==> src/rsd_pkg.sv <==
package rsd_pkg;

  // register byte addresses
  localparam logic [7:0] RSD_CMD_W0_ADDR = 8'h00;
  localparam logic [7:0] RSD_CMD_W1_ADDR = 8'h04;
  localparam logic [7:0] RSD_CMD_W2_ADDR = 8'h08;
  localparam logic [7:0] RSD_EXEC_ADDR = 8'h0C;
  localparam logic [7:0] RSD_SETTINGS_ADDR = 8'h10;
  localparam logic [7:0] RSD_IRQ_STAT_ADDR = 8'h14;
  localparam logic [7:0] RSD_IRQ_MASK_ADDR = 8'h18;
  localparam int RSD_ADDR_W = 8;

  // command layout
  localparam logic [7:0] RSD_CMD_CODE = 8'h60;
  localparam int RSD_BYTE_CODE = 0;
  localparam int RSD_BYTE_ADC = 5;
  localparam int RSD_BYTE_EDGE = 6;
  localparam int RSD_BYTE_ALTER = 7;
  localparam int RSD_BYTE_PIN0 = 8;
  localparam int RSD_LOAD_BIT = 7;
  localparam int RSD_ADC_SRC_BIT = 0;
  localparam int RSD_ADC_LVL_LSB = 1;
  localparam int RSD_POS_MOD_BIT = 4;
  localparam int RSD_POS_VAL_BIT = 3;
  localparam int RSD_NEG_MOD_BIT = 2;
  localparam int RSD_NEG_VAL_BIT = 1;
  localparam int RSD_FLAG_CLR_BIT = 0;
  localparam int RSD_PIN_OUT_BIT = 4;
  localparam int RSD_PIN_DIR_BIT = 3;
  localparam int RSD_PIN_DES_LSB = 0;
  localparam int RSD_EXEC_GO_BIT = 0;

  // interrupt status bits
  localparam int RSD_IRQ_APPLIED = 0;
  localparam int RSD_IRQ_REJECTED = 1;
  localparam int RSD_IRQ_EDGE = 2;
  localparam int RSD_IRQ_W = 3;

  typedef enum logic [1:0] {
    RSD_VRM_OFF = 2'h0,
    RSD_VRM_LOW = 2'h1,
    RSD_VRM_MID = 2'h2,
    RSD_VRM_HIGH = 2'h3
  } rsd_vrm_level_t;

  typedef enum logic [2:0] {
    RSD_DES_GPIO = 3'h0,
    RSD_DES_SUSPEND = 3'h1,
    RSD_DES_RX_LED = 3'h2
  } rsd_designation_t;

  typedef struct packed {
    rsd_vrm_level_t vrm_level;
    logic use_vrm;
  } rsd_adc_ref_t;

  typedef struct packed {
    logic out_val;
    logic dir_in;
    rsd_designation_t designation;
  } rsd_pin_cfg_t;

  typedef struct packed {
    logic pos_en;
    logic neg_en;
  } rsd_edge_cfg_t;

  // power-up defaults, restored by every reset
  localparam rsd_adc_ref_t RSD_ADC_RESET = '{vrm_level: RSD_VRM_OFF, use_vrm: 1'b0};
  localparam rsd_pin_cfg_t RSD_PIN_RESET = '{out_val: 1'b0, dir_in: 1'b1,
                                              designation: RSD_DES_GPIO};
  localparam rsd_edge_cfg_t RSD_EDGE_RESET = '{pos_en: 1'b0, neg_en: 1'b0};
  localparam logic [31:0] RSD_WORD_RESET = 32'h0000_0000;
  localparam logic [RSD_IRQ_W-1:0] RSD_IRQ_RESET = 3'h0;

endpackage

==> src/rsd_edge_detect.sv <==
`timescale 1ns/1ps
module rsd_edge_detect (
  input wire logic clk,
  input wire logic rst,
  input wire logic mon_pin,
  input wire rsd_pkg::rsd_edge_cfg_t edge_cfg,
  output logic level_q,
  output logic edge_hit_q
);
  import rsd_pkg::*;

  logic [2:0] sync_q;
  logic stable_q;
  logic agree;
  logic changed;

  //////////////////////////////////////////////////////////////////////////
  // three stages; only stages two and three are compared
  always_ff @(posedge clk or posedge rst) begin
    if (rst) begin
      sync_q <= 3'h0;
    end else begin
      sync_q <= {sync_q[1:0], mon_pin};
    end
  end

  assign agree = (sync_q[1] == sync_q[2]);
  assign changed = agree && (sync_q[2] != stable_q);

  always_ff @(posedge clk or posedge rst) begin
    if (rst) begin
      stable_q <= 1'b0;
    end else if (changed) begin
      stable_q <= sync_q[2];
    end
  end

  //////////////////////////////////////////////////////////////////////////
  // polarity gating
  always_ff @(posedge clk or posedge rst) begin
    if (rst) begin
      edge_hit_q <= 1'b0;
    end else begin
      edge_hit_q <= changed && ((sync_q[2] && edge_cfg.pos_en) ||
                                (!sync_q[2] && edge_cfg.neg_en));
    end
  end

  assign level_q = stable_q;

endmodule

==> src/rsd_pin_mux.sv <==
`timescale 1ns/1ps
module rsd_pin_mux (
  input wire logic clk,
  input wire logic rst,
  input wire rsd_pkg::rsd_pin_cfg_t pin_cfg,
  input wire logic suspend_state,
  input wire logic rx_activity,
  output logic pin_o_q,
  output logic pin_oe_q
);
  import rsd_pkg::*;

  logic out_d;
  logic oe_d;

  //////////////////////////////////////////////////////////////////////////
  always_comb begin
    out_d = 1'b0;
    oe_d = 1'b0;
    case (pin_cfg.designation)
      // direction honoured only for general-purpose use
      RSD_DES_GPIO: begin
        oe_d = !pin_cfg.dir_in;
        out_d = pin_cfg.out_val;
      end
      RSD_DES_SUSPEND: begin
        oe_d = 1'b1;
        out_d = suspend_state;
      end
      RSD_DES_RX_LED: begin
        oe_d = 1'b1;
        out_d = rx_activity;
      end
      default: begin
        oe_d = 1'b0;
        out_d = 1'b0;
      end
    endcase
  end

  always_ff @(posedge clk or posedge rst) begin
    if (rst) begin
      pin_o_q <= 1'b0;
      pin_oe_q <= 1'b0;
    end else begin
      pin_o_q <= out_d;
      pin_oe_q <= oe_d;
    end
  end

endmodule

==> src/rsd_settings_decoder.sv <==
// Local design decisions: the AHB-Lite register port and the register addresses.
`timescale 1ns/1ps
module rsd_settings_decoder (
  input wire logic clk,
  input wire logic rst,
  input wire logic hsel,
  input wire logic [31:0] haddr,
  input wire logic [1:0] htrans,
  input wire logic hwrite,
  input wire logic [2:0] hsize,
  input wire logic [31:0] hwdata,
  input wire logic hready,
  output logic [31:0] hrdata,
  output logic hreadyout,
  output logic hresp,
  input wire logic mon_pin,
  input wire logic suspend_state,
  input wire logic rx_activity,
  input wire logic first_general_pin_i,
  output logic first_general_pin_o,
  output logic first_general_pin_oe,
  output rsd_pkg::rsd_adc_ref_t adc_ref,
  output logic detect_flag,
  output logic irq
);
  import rsd_pkg::*;

  //////////////////////////////////////////////////////////////////////////
  // command bytes in three little-endian words
  logic [31:0] cmd_w0_q;
  logic [31:0] cmd_w1_q;
  logic [31:0] cmd_w2_q;

  function automatic logic [7:0] cmd_byte(input logic [31:0] w0, input logic [31:0] w1,
                                          input logic [31:0] w2, input int idx);
    logic [95:0] all;
    all = {w2, w1, w0};
    return all[idx*8 +: 8];
  endfunction

  logic [7:0] b_code;
  logic [7:0] b_adc;
  logic [7:0] b_edge;
  logic [7:0] b_alter;
  logic [7:0] b_pin;

  assign b_code = cmd_byte(cmd_w0_q, cmd_w1_q, cmd_w2_q, RSD_BYTE_CODE);
  assign b_adc = cmd_byte(cmd_w0_q, cmd_w1_q, cmd_w2_q, RSD_BYTE_ADC);
  assign b_edge = cmd_byte(cmd_w0_q, cmd_w1_q, cmd_w2_q, RSD_BYTE_EDGE);
  assign b_alter = cmd_byte(cmd_w0_q, cmd_w1_q, cmd_w2_q, RSD_BYTE_ALTER);
  assign b_pin = cmd_byte(cmd_w0_q, cmd_w1_q, cmd_w2_q, RSD_BYTE_PIN0);

  //////////////////////////////////////////////////////////////////////////
  // AHB-Lite slave: zero wait states, always OKAY
  logic ph_valid_q;
  logic ph_write_q;
  logic [RSD_ADDR_W-1:0] ph_addr_q;
  logic addr_take;
  logic [RSD_ADDR_W-1:0] a_addr;
  logic hreadyout_q;
  logic [31:0] hrdata_q;
  logic hresp_q;

  assign addr_take = hsel && htrans[1] && hready;
  assign a_addr = haddr[RSD_ADDR_W-1:0];

  always_ff @(posedge clk or posedge rst) begin
    if (rst) begin
      ph_valid_q <= 1'b0;
      ph_write_q <= 1'b0;
      ph_addr_q <= 8'h00;
    end else if (hready) begin
      ph_valid_q <= addr_take;
      ph_write_q <= hwrite;
      ph_addr_q <= a_addr;
    end
  end

  // zero wait states: ready only drops while in reset
  always_ff @(posedge clk or posedge rst) begin
    if (rst) begin
      hreadyout_q <= 1'b0;
    end else begin
      hreadyout_q <= 1'b1;
    end
  end

  // no error responses exist; registered so the output comes from a flop
  always_ff @(posedge clk or posedge rst) begin
    if (rst) begin
      hresp_q <= 1'b0;
    end else begin
      hresp_q <= 1'b0;
    end
  end

  assign hreadyout = hreadyout_q;
  assign hresp = hresp_q;
  assign hrdata = hrdata_q;

  logic wr_en;
  assign wr_en = ph_valid_q && ph_write_q;

  //////////////////////////////////////////////////////////////////////////
  // command buffer writes
  // words may come in any order; nothing acts before the execute write
  always_ff @(posedge clk or posedge rst) begin
    if (rst) begin
      cmd_w0_q <= RSD_WORD_RESET;
      cmd_w1_q <= RSD_WORD_RESET;
      cmd_w2_q <= RSD_WORD_RESET;
    end else if (wr_en) begin
      if (ph_addr_q == RSD_CMD_W0_ADDR) begin
        cmd_w0_q <= hwdata;
      end else if (ph_addr_q == RSD_CMD_W1_ADDR) begin
        cmd_w1_q <= hwdata;
      end else if (ph_addr_q == RSD_CMD_W2_ADDR) begin
        cmd_w2_q <= hwdata;
      end
    end
  end

  // execute pulse: the command applies the cycle after the write's data phase
  logic exec_q;
  logic exec_d;
  assign exec_d = wr_en && (ph_addr_q == RSD_EXEC_ADDR) && hwdata[RSD_EXEC_GO_BIT];
  always_ff @(posedge clk or posedge rst) begin
    if (rst) begin
      exec_q <= 1'b0;
    end else begin
      exec_q <= exec_d;
    end
  end

  logic apply;
  logic reject;
  assign apply = exec_q && (b_code == RSD_CMD_CODE);
  // a wrong code drops every field, not only byte zero
  assign reject = exec_q && (b_code != RSD_CMD_CODE);

  //////////////////////////////////////////////////////////////////////////
  // volatile settings, defaults on every reset
  rsd_adc_ref_t adc_q;
  rsd_edge_cfg_t edge_q;
  rsd_pin_cfg_t pin_q;

  always_ff @(posedge clk or posedge rst) begin
    if (rst) begin
      adc_q <= RSD_ADC_RESET;
    end else if (apply && b_adc[RSD_LOAD_BIT]) begin
      adc_q.vrm_level <= rsd_vrm_level_t'(b_adc[RSD_ADC_LVL_LSB +: 2]);
      adc_q.use_vrm <= b_adc[RSD_ADC_SRC_BIT];
    end
  end

  logic edge_mod;
  assign edge_mod = apply && b_edge[RSD_LOAD_BIT];

  always_ff @(posedge clk or posedge rst) begin
    if (rst) begin
      edge_q <= RSD_EDGE_RESET;
    end else if (edge_mod) begin
      if (b_edge[RSD_POS_MOD_BIT]) begin
        edge_q.pos_en <= b_edge[RSD_POS_VAL_BIT];
      end
      if (b_edge[RSD_NEG_MOD_BIT]) begin
        edge_q.neg_en <= b_edge[RSD_NEG_VAL_BIT];
      end
    end
  end

  always_ff @(posedge clk or posedge rst) begin
    if (rst) begin
      pin_q <= RSD_PIN_RESET;
    end else if (apply && b_alter[RSD_LOAD_BIT]) begin
      pin_q.out_val <= b_pin[RSD_PIN_OUT_BIT];
      pin_q.dir_in <= b_pin[RSD_PIN_DIR_BIT];
      // unlisted codes keep the old designation
      if (b_pin[RSD_PIN_DES_LSB +: 3] <= 3'(RSD_DES_RX_LED)) begin
        pin_q.designation <= rsd_designation_t'(b_pin[RSD_PIN_DES_LSB +: 3]);
      end
    end
  end

  //////////////////////////////////////////////////////////////////////////
  // edge detection and flag
  logic mon_level;
  logic edge_hit;

  rsd_edge_detect u_edge (
    .clk(clk),
    .rst(rst),
    .mon_pin(mon_pin),
    .edge_cfg(edge_q),
    .level_q(mon_level),
    .edge_hit_q(edge_hit)
  );

  logic flag_q;
  // a new edge wins over a clear in the same cycle
  always_ff @(posedge clk or posedge rst) begin
    if (rst) begin
      flag_q <= 1'b0;
    end else if (edge_hit) begin
      flag_q <= 1'b1;
    end else if (edge_mod && b_edge[RSD_FLAG_CLR_BIT]) begin
      flag_q <= 1'b0;
    end
  end

  //////////////////////////////////////////////////////////////////////////
  // pin driver
  // pin drive per designation
  rsd_pin_mux u_pin (
    .clk(clk),
    .rst(rst),
    .pin_cfg(pin_q),
    .suspend_state(suspend_state),
    .rx_activity(rx_activity),
    .pin_o_q(first_general_pin_o),
    .pin_oe_q(first_general_pin_oe)
  );

  // pin level is an async input; same three-stage treatment as the monitor
  // readback only; nothing edge-sensitive hangs on it
  logic [2:0] gp_sync_q;
  logic gp_level_q;
  always_ff @(posedge clk or posedge rst) begin
    if (rst) begin
      gp_sync_q <= 3'h0;
    end else begin
      gp_sync_q <= {gp_sync_q[1:0], first_general_pin_i};
    end
  end

  always_ff @(posedge clk or posedge rst) begin
    if (rst) begin
      gp_level_q <= 1'b0;
    end else if (gp_sync_q[1] == gp_sync_q[2]) begin
      gp_level_q <= gp_sync_q[2];
    end
  end

  //////////////////////////////////////////////////////////////////////////
  // interrupt status, mask, output
  logic [RSD_IRQ_W-1:0] irq_stat_q;
  logic [RSD_IRQ_W-1:0] irq_mask_q;
  logic [RSD_IRQ_W-1:0] irq_set;
  logic stat_rd;
  logic [RSD_IRQ_W-1:0] irq_stat_d;

  assign irq_set = {edge_hit, reject, apply};
  // read-clear happens at the address phase so the read returns the old value
  assign stat_rd = addr_take && !hwrite && (a_addr == RSD_IRQ_STAT_ADDR);
  // set wins over the read-clear, so an event in the read cycle survives
  assign irq_stat_d = (irq_stat_q & ~{RSD_IRQ_W{stat_rd}}) | irq_set;

  always_ff @(posedge clk or posedge rst) begin
    if (rst) begin
      irq_stat_q <= RSD_IRQ_RESET;
    end else begin
      irq_stat_q <= irq_stat_d;
    end
  end

  always_ff @(posedge clk or posedge rst) begin
    if (rst) begin
      irq_mask_q <= RSD_IRQ_RESET;
    end else if (wr_en && ph_addr_q == RSD_IRQ_MASK_ADDR) begin
      irq_mask_q <= hwdata[RSD_IRQ_W-1:0];
    end
  end

  logic irq_q;
  always_ff @(posedge clk or posedge rst) begin
    if (rst) begin
      irq_q <= 1'b0;
    end else begin
      irq_q <= |(irq_stat_d & irq_mask_q);
    end
  end

  //////////////////////////////////////////////////////////////////////////
  // read data, registered during the address phase
  logic [31:0] settings_word;
  assign settings_word = {16'h0000, 3'h0, gp_level_q, mon_level, flag_q,
                          edge_q, pin_q, adc_q};

  always_ff @(posedge clk or posedge rst) begin
    if (rst) begin
      hrdata_q <= 32'h0000_0000;
    end else if (addr_take && !hwrite) begin
      if (a_addr == RSD_CMD_W0_ADDR) begin
        hrdata_q <= cmd_w0_q;
      end else if (a_addr == RSD_CMD_W1_ADDR) begin
        hrdata_q <= cmd_w1_q;
      end else if (a_addr == RSD_CMD_W2_ADDR) begin
        hrdata_q <= cmd_w2_q;
      end else if (a_addr == RSD_SETTINGS_ADDR) begin
        hrdata_q <= settings_word;
      end else if (a_addr == RSD_IRQ_STAT_ADDR) begin
        hrdata_q <= {29'h0, irq_stat_q};
      end else if (a_addr == RSD_IRQ_MASK_ADDR) begin
        hrdata_q <= {29'h0, irq_mask_q};
      end else begin
        hrdata_q <= 32'h0000_0000;
      end
    end
  end

  //////////////////////////////////////////////////////////////////////////
  // settings as outputs
  assign adc_ref = adc_q;
  assign detect_flag = flag_q;
  assign irq = irq_q;

endmodule

==> config.mk <==
export PLATFORM = sky130hd
export DESIGN_NAME = rsd_settings_decoder
export DESIGN_NICKNAME = d
export VERILOG_FILES = /design/src/rsd_pkg.sv /design/src/rsd_edge_detect.sv /design/src/rsd_pin_mux.sv /design/src/rsd_settings_decoder.sv
export SDC_FILE = /design/constraint.sdc
export NUM_CORES = 1
export LEC_CHECK = 0
export BUFFER_PORTS_ARGS = -buffer_cell sky130_fd_sc_hd__buf_2
export CAP_MARGIN = 20
export CELL_PAD_IN_SITES_DETAIL_PLACEMENT = 1
export CELL_PAD_IN_SITES_GLOBAL_PLACEMENT = 1
export CORE_MARGIN = 10
export CORE_UTILIZATION = 49
export DETAILED_ROUTE_END_ITERATION = 10
export HOLD_SLACK_MARGIN = 0.05
export PLACE_DENSITY_LB_ADDON = 0.05
export SYNTH_ARGS = -nofsm -noshare
export SYNTH_HDL_FRONTEND = slang
export SYNTH_SLANG_ARGS = --single-unit
export TNS_END_PERCENT = 100
==> constraint.sdc <==
create_clock -name clk -period 14.4 [get_ports clk]
set_input_delay 0.72 -clock clk [delete_from_list [all_inputs] [get_ports clk]]
set_output_delay 0.72 -clock clk [all_outputs]
set_load 0.02 [all_outputs]
After elaboration in Yosys (flattened, before gate mapping)
Index checks and enable logic that the tools add are counted.
{"block": "totals", "ff_bits": 169, "in_bits": 78, "out_inout_bits": 41, "elab_cells": 94}
{"block": "classes", "order_cmp": 1, "eq_ne": 16, "mux": 10, "bitwise": 6, "reduce_logical": 34}
{"op": "two-way mux 32 bit", "count": 3}
{"op": "equality test 8 x 5 -> 1 bit (second input constant)", "count": 4}
{"op": "equality test 8 x 4 -> 1 bit (second input constant)", "count": 3}
{"op": "logical AND 1 bit", "count": 18}
{"op": "equality test 8 x 3 -> 1 bit (second input constant)", "count": 2}
{"op": "zero test 8 bit", "count": 2}
{"op": "two-way mux 13 bit", "count": 1}
{"op": "equality test 8 x 7 -> 1 bit (second input constant)", "count": 1}
{"op": "inequality test 8 x 7 -> 1 bit (second input constant)", "count": 1}
{"op": "AND reduction 2 bit", "count": 4}
{"op": "AND 3 bit", "count": 2}
{"op": "two-way mux 3 bit", "count": 2}
{"op": "AND reduction 4 bit", "count": 1}
{"op": "equality test 3 x 1 -> 1 bit (second input constant)", "count": 1}
{"op": "equality test 3 x 2 -> 1 bit (second input constant)", "count": 1}
{"op": "<= comparator 3 x 2 -> 1 bit (second input constant)", "count": 1}
{"op": "zero test 1 bit", "count": 3}
{"op": "zero test 3 bit", "count": 1}
{"op": "inverter 3 bit", "count": 1}
{"op": "OR 3 bit", "count": 1}
{"op": "case mux 1 bit (3 select lines)", "count": 1}
{"op": "AND reduction 3 bit", "count": 1}
{"op": "OR reduction 3 bit", "count": 1}
{"op": "equality test 1 bit", "count": 2}
{"op": "other kinds (7)", "count": 9}

Longest topological paths before layout
Gate-level depths: netlist (run 1).
{"block": "depth", "word_depth": 9, "ltp_mapped": 7, "mapped_depth_nobuf": 4}

Hierarchy
Synthesis (run 1) repeated with hierarchy kept, for this count alone.
{"block": "hier_totals", "hier_cells": 563, "area_unflattened_um2": 7379.6}
{"module": "rsd_settings_decoder", "instances": 1, "cells_per_inst": 544, "area_per_inst_um2": 7118.1, "seq_area_each_um2": 4055.1}
{"module": "rsd_edge_detect", "instances": 1, "cells_per_inst": 10, "area_per_inst_um2": 165.2, "seq_area_each_um2": 125.1}
{"module": "rsd_pin_mux", "instances": 1, "cells_per_inst": 9, "area_per_inst_um2": 96.3, "seq_area_each_um2": 50.0}

Worst setup path after synthesis (run 1)
Ideal clock, no wire load.
{"block": "synth_timing", "path_type": "input port to flip-flop", "from": "input haddr[4]", "to": "register hrdata_q[4] (netlist: hrdata[4])", "setup_time_ps": 92, "arrival_ps": 1955, "required_ps": 14308, "path_slack_ps": 12353, "stages": 6, "path_buffers": 2, "path_cell_list": "or4_1 -> buf_2 -> nor3_4 -> buf_6 -> a32oi_1 -> o31ai_2"}
{"block": "synth_between", "elab_chain_cells": 5, "elab_cells_between_ends": 8, "classes_between": "3 x eq/ne; 4 x mux; 1 x reduce/logical"}
{"element": "from (decl)", "line": "rsd_settings_decoder.sv:7", "rtl": "input wire logic [31:0] haddr,"}
{"element": "equality test 8 x 5 -> 1 bit", "line": "rsd_settings_decoder.sv:299", "rtl": "end else if (a_addr == RSD_SETTINGS_ADDR) begin"}
{"element": "two-way mux 13 bit", "line": "rsd_settings_decoder.sv:299"}
{"element": "two-way mux 32 bit", "line": "rsd_settings_decoder.sv:297", "rtl": "end else if (a_addr == RSD_CMD_W2_ADDR) begin"}
{"element": "two-way mux 32 bit", "line": "rsd_settings_decoder.sv:295", "rtl": "end else if (a_addr == RSD_CMD_W1_ADDR) begin"}
{"element": "two-way mux 32 bit (*)", "line": "rsd_settings_decoder.sv:293", "rtl": "if (a_addr == RSD_CMD_W0_ADDR) begin"}
{"element": "to (signal assigned)", "line": "rsd_settings_decoder.sv:294", "rtl": "hrdata_q <= cmd_w0_q;"}
{"element": "to (signal assigned)", "line": "rsd_settings_decoder.sv:296", "rtl": "hrdata_q <= cmd_w1_q;"}
{"element": "to (signal assigned)", "line": "rsd_settings_decoder.sv:298", "rtl": "hrdata_q <= cmd_w2_q;"}
{"element": "to (decl)", "line": "rsd_settings_decoder.sv:61", "rtl": "logic [31:0] hrdata_q;"}
Every way passes the cells marked *; elsewhere a longest branch is shown, timed or not.
A chain may end at the register's enable or synchronous reset.

Final worst setup path (run 1)
{"block": "layout_timing", "from": "input haddr[3]", "to": "register hrdata_q[23] (netlist: hrdata[23])"}
{"block": "layout_between", "elab_chain_cells": 4, "elab_cells_between_ends": 6, "classes_between": "2 x eq/ne; 3 x mux; 1 x reduce/logical"}
{"element": "equality test 8 x 4 -> 1 bit", "line": "rsd_settings_decoder.sv:297"}
{"element": "two-way mux 32 bit", "line": "rsd_settings_decoder.sv:297"}
{"element": "two-way mux 32 bit", "line": "rsd_settings_decoder.sv:295"}
{"element": "two-way mux 32 bit (*)", "line": "rsd_settings_decoder.sv:293"}
Marks and branches as above.

==> flow_summary.ini, run 1 <==
[sta]
tns_ps = 0
rsz0062_at_grt = no
final-setup-viol-count = 0
hold_violations = 0
fin_crit_sh_pct = 18.10
worstMarginPinSlew_ps = 1080
whs_ps = 350.8
relSlewSlack_pct = 28.01
skew_ps = 9.164
fin_ws_ps = 11790
final_max_slew_viol_count = 0
period_needed_ps = 2606
max_clock_freq_mhz = 383.7

[worst_hold_path]
holdPathStages = 0
min_path_type = reg -> reg
hold_path_startpoint = gp_sync_q[0]

[worst_setup_path]
crit_required_ps = 14760
start_kind = primary input
ff2ff_path_depth = 5
r2r_start = ph_addr_q[0]
critPathKind = in -> reg
path_max_fanout = 38
worst_setup_path_end_kind = flop
cp-startpoint = haddr[3]
arrival_ps = 2970
r2r_slack_ps = 11820

[clocking]
clock_latency_ps = 430
root_buffer = clkbuf_16
numCtsBuffers = 17
cts_htree_levels = 4
post_cts_buffers = 0
clock_path_buffers = 2
ctsHoldBuffers = 0
cts_tree = yes
ctsResizeCount = 0
clkTransAtPathRegs_ps = 70
numClockSinks = 169

[final_layout]
syn_to_final_growth_pct = 15.74
nFillCells = 1477
final_area_um2 = 8453
nets = 729
fin_util_pct = 57.94
fin_cells = 847
drive_above_1_share_pct = 38.22

[synthesis]
synth-xor-area-share_pct = 0
synth_top_family_by_area = multiplexers
syn-num-nets = 651
synth-edff-count = 0
synthCells = 573
synth-compound-area-share_pct = 11.89
yosysTopAreaCell = dfrtp_1
ys_ff_latch = 169
synth_mux_area_share_pct = 18.26
synthDistinctLibCells = 53
yosysWarnings = 0
synthAdderAreaFrac_pct = 0.1371
syn-cell-area_um2 = 7303
ys_top_cells_by_area = dfrtp_1, mux2_2, a2bb2oi_1
async_reset_ff_share_pct = 100.0
yosysSeqAreaShare_pct = 57.92
synth_ff_type = dfrtp_1
yosys.area.top_type_share_pct = 57.56
synth-simple-area-share_pct = 8.103
synth.avg_cell_area_um2 = 12.75

[power_and_ir_drop]
p_int_mw = 0.7710
seq_power_share_pct = 49.9
power_frac_clock_pct = 44.2
ir_worst_vdd_mv = 0.08146
total_power_mw = 1.007
p_switching_mw = 0.2365
p_per_area_nw_per_um2 = 119.2
switching_share_pct = 23.47
pwr-share-comb_pct = 5.9
leakage_nw = 3.911

[detailed_routing]
wirelength_mm = 18.98
vias = 4897
drt_iter0_drc = 234
avgViaCountPerCell = 5.782
wl_per_cell_um = 22.41
ant_nets = 0
drcViolationCount = 0
drtPass1Iterations = 4

[placement]
placedCellCount = 815
routabilityCongestion = 0.7838
pre_cts_ws_ps = 11340
place_hpwl_mm = 12.18
port_buffers = 89
dpl_cell_area_um2 = 7865

[global_routing]
grt_usage_pct = 19.27
grt_pass1_wl_mm = 30.44
overflow = 0
grt_pass1_vias = 5417
antenna_found_initial = 1
grt_max_degree = 94

[die]
top_level_ports = 119
dieArea_um2 = 20190
rows = 44
die_h_um = 142.1
die_width_um = 142.1
start_util_pct = 50.06
coreArea_um2 = 14590

[job]
cap_violations = 0

[status]
status = finished clean
-- state kept, by name, summed over array words and instances, names as in the netlist, 2 cells and up --
name           flops
gp_sync_q          3
pin_q              5
u_edge.sync_q      3
ph_addr_q          8
cmd_w0_q          32
edge_q             2
cmd_w1_q          32
adc_ref            3
cmd_w2_q          32
hrdata            32
irq_mask_q         3
irq_stat_q         3
-- cells by family after synthesis --
group	after synthesis
AO/OA/AOI/OAI	123
adder cells (fa/ha/maj)	1
buffers and inverters	54
flip-flops	169
AND/OR/NAND/NOR	107
other	2
multiplexers	117
-- routing by layer --
layer  global-route usage [%]  wire, um  vias up
met3                    5.841       919       19
li1                         -         -     2234
met4                    5.110       246        0
met1                    24.55      8419     2559
met2                    31.24      9393       85
met5                        0         0        -
-- power groups by stage --
stage	clock network, mW	logic (mW)	registers [mW]
4_1_cts	0.452	0.0597	0.503
5_1_grt	0.473	0.0666	0.505
3_3_place_gp	0	0.0568	0.510
6_report	0.445	0.0599	0.503
2_1_floorplan	0	0.0357	0.509
3_5_place_dp	0	0.0595	0.511
-- critical path: stages --
cell and delay (ps):
buf_2 560, nor2b_1 340, and3_1 920, a2bb2oi_1 240
o21ai_1 170
-- layout make-up --
cell class	count	area, um2	area share, %
clock inverter	11	125.1	1.480
multi-input combinational	350	2841	33.61
timing repair buffer	97	525.5	6.217
clock buffer	19	432.9	5.121
antenna	1	2.502	0.02960
tap	184	230.2	2.724
inverter	16	65.06	0.7697
sequential	169	4230	50.04
-- cells in the mapped netlist, types with 2 or more instances --
cell type	instances
buf_2	14
nor3_1	5
nor2_1	12
nand2b_1	13
mux2i_1	2
inv_1	16
a32oi_1	11
nor3b_1	5
o22ai_1	4
and3_1	2
buf_6	5
o21ba_2	2
nand4_1	2
a21o_1	2
o21ai_1	5
and4b_1	2
o21ai_0	36
dfrtp_1	168
nand3_1	8
o31ai_1	2
clkbuf_1	17
o31ai_2	4
nor2b_1	10
nor4_1	2
a2bb2oi_1	21
nand2_1	35
a22oi_1	20
conb_1	2
a211oi_1	2
a21oi_1	6
a31oi_1	2
mux2_2	109
o211ai_1	3
mux2_4	5
-- cells in the final DEF, fill, tap and decap left out, drive strengths merged, types with 2 or more instances in the layout --
| cell type | n |
|---|---|
| a211oi | 2 |
| a21o | 2 |
| a21oi | 6 |
| a22oi | 20 |
| a2bb2oi | 21 |
| a31oi | 2 |
| a32oi | 11 |
| and3 | 2 |
| and4b | 2 |
| buf | 97 |
| bufinv | 2 |
| clkbuf | 19 |
| clkinv | 5 |
| clkinvlp | 2 |
| conb | 2 |
| dfrtp | 168 |
| inv | 18 |
| mux2 | 115 |
| mux2i | 2 |
| nand2 | 35 |
| nand2b | 13 |
| nand3 | 8 |
| nand4 | 2 |
| nor2 | 12 |
| nor2b | 10 |
| nor3 | 6 |
| nor3b | 6 |
| nor4 | 2 |
| nor4b | 2 |
| o211ai | 3 |
| o21ai | 41 |
| o21ba | 2 |
| o22ai | 4 |
| o31ai | 6 |
-- final timing paths --
check | end
max | hrdata[23]
min | gp_sync_q[1]
max reg2reg | cmd_w1_q[13]
min reg2reg | gp_sync_q[1]
max in group asynchronous | hrdata[12]
min in group asynchronous | cmd_w0_q[18]
No activity file was read; power rests on OpenSTA's default activity.
==> inputs of run 2 (changes only) <==
--- a/config.mk
+++ b/config.mk
@@ -10,7 +10,7 @@
 export CELL_PAD_IN_SITES_DETAIL_PLACEMENT = 1
 export CELL_PAD_IN_SITES_GLOBAL_PLACEMENT = 1
 export CORE_MARGIN = 10
-export CORE_UTILIZATION = 49
+export CORE_UTILIZATION = 45
 export DETAILED_ROUTE_END_ITERATION = 10
 export HOLD_SLACK_MARGIN = 0.05
 export PLACE_DENSITY_LB_ADDON = 0.05
==> constraint.sdc (replaced) <==
create_clock -name clk -period 2.7 [get_ports clk]
set_input_delay 0.135 -clock clk [delete_from_list [all_inputs] [get_ports clk]]
set_output_delay 0.135 -clock clk [all_outputs]
set_load 0.02 [all_outputs]
==> run 2 against run 1 <==
  * Sequential power grew to 5.3 times the previous value
  * Clock power increased to 5.1 times the previous value
  * Core utilization fell by 1.6 points
  * Combinational power increased to 6.1 times the previous value
  * Clock-buffer cell count rose by 3
  * Global-route usage decreased by 1.0 points
  * Critical path type is now reg -> reg
  * Critical endpoint is now cmd_w0_q[0]
  * Largest power group unchanged
  * Highest routed layer unchanged
==> flow_summary.ini, run 2 (synthesized netlist as in run 1, its figures left out) <==
[global_routing]
grt_pass1_vias = 5673
antenna_found_initial = 1
grt_pass1_wl_mm = 31.53
grt_usage_pct = 18.24
overflow = 0
grt_max_degree = 170

[sta]
max_clock_freq_mhz = 454.1
hold_violations = 0
final_max_slew_viol_count = 0
worstMarginPinSlew_ps = 913.7
rsz0062_at_grt = no
final-setup-viol-count = 0
skew_ps = 6.253
tns_ps = 0
period_needed_ps = 2202
relSlewSlack_pct = 39.09
fin_crit_sh_pct = 81.55

[worst_setup_path]
arrival_ps = 2500
crit_required_ps = 3000
start_kind = flop
ff2ff_path_depth = 5
worst_setup_path_end_kind = flop
critPathKind = reg -> reg
r2r_slack_ps = 500
r2r_end = cmd_w0_q[0]
path_max_fanout = 32
r2r_start = ph_addr_q[7]

[job]
cap_violations = 0

[worst_hold_path]
hold_end = u_pin.pin_o_q
min_path_type = in -> reg
holdPathStages = 5
hold_path_startpoint = rx_activity

[clocking]
post_cts_buffers = 0
ctsHoldBuffers = 43
cts_htree_levels = 4
clock_path_buffers = 2
cts_tree = yes
root_buffer = clkbuf_16
clock_latency_ps = 420
clkTransAtPathRegs_ps = 60
numClockSinks = 169
numCtsBuffers = 17
ctsResizeCount = 0

[power_and_ir_drop]
switching_share_pct = 22.70
leakage_nw = 4.113
power_frac_clock_pct = 42.8
pwr-share-comb_pct = 6.9
seq_power_share_pct = 50.3
p_int_mw = 4.124
p_switching_mw = 1.211
p_per_area_nw_per_um2 = 595.7
ir_worst_vdd_mv = 0.3993
total_power_mw = 5.335

[final_layout]
syn_to_final_growth_pct = 22.63
seqCellArea_um2 = 4230
nFillCells = 1677
final_common_cell = dfrtp_1
drive_above_1_share_pct = 36.52
multi_input_area_um2 = 2841
nets = 779
layout_common_cells = dfrtp_1, mux2_2, buf_2, dlygate4sd3_1, o21ai_0
final_area_um2 = 8956

[placement]
routabilityCongestion = 0.7660
dpl_cell_area_um2 = 7976
port_buffers = 89
place_hpwl_mm = 12.33

[detailed_routing]
drt_iter0_drc = 226
vias = 5152
ant_nets = 0
drtPass1Iterations = 4
drcViolationCount = 0
wirelength_mm = 19.54
wl_per_cell_um = 21.03
avgViaCountPerCell = 5.546

[die]
die_width_um = 147.4
coreArea_um2 = 15890
dieArea_um2 = 21730
die_h_um = 147.4
top_level_ports = 119
start_util_pct = 45.98
rows = 46

[status]
status = finished clean
-- run 2: worst max-delay path by stage --
stage	startpoint	slack, ps	end	cells past startpoint
floorplan	rst	410	adc_ref[0]	1
global placement	ph_addr_q[7]	530	cmd_w0_q[17]	5
detailed placement	ph_addr_q[7]	490	cmd_w0_q[21]	5
CTS	ph_addr_q[7]	480	cmd_w0_q[0]	5
global route	ph_addr_q[7]	410	cmd_w0_q[0]	5
finish	ph_addr_q[7]	500	cmd_w0_q[0]	5
-- run 2: power by group through the flow --
stage | registers, mW | clock network (mW) | logic (mW)
after global routing | 2.69 | 2.46 | 0.407
after detailed placement | 2.73 | 0 | 0.323
after CTS | 2.68 | 2.35 | 0.373
after floorplan | 2.72 | 0 | 0.191
final | 2.68 | 2.29 | 0.367
after global placement | 2.72 | 0 | 0.309
-- run 2: area by class of cell --
cell class / count / area share (%)
well taps: 216 / 3.018
clock buffers: 22 / 5.295
diodes: 1 / 0.02794
clock inverters: 8 / 0.8103
repair buffers: 147 / 11.18
multi-input cells: 350 / 31.73
flip-flops and latches: 169 / 47.23
inverters: 16 / 0.7125
-- run 2: stage by stage --
step                worst slack (ps)  utilization (%)  hold WS [ps]  cells
floorplan                      411.1                -         166.4    573
finish                         498.0            56.38         121.2    929
detailed placement             491.0            50.21         246.5    855
CTS                            483.6            56.36         92.98    928
global placement               530.7            50.21         243.8    855
global route                   412.1            56.38         134.3    929
-- run 2: worst max-delay path, stage by stage (launching register included) --
cell      delay, ps
dfrtp_1         380
and4bb_1        310
nand3b_1        230
or3_2           470
buf_4           320
mux2_2          360
-- run 2: layer usage --
layer	GRT usage (%)	vias to the layer above	part of all wire (%)	wire, um
met1	22.80	2688	45	8721
met3	3.663	23	4.8	936
met5	0	-	0	0
met2	31.22	106	49	9637
li1	-	2335	-	-
met4	5.451	0	1.2	242
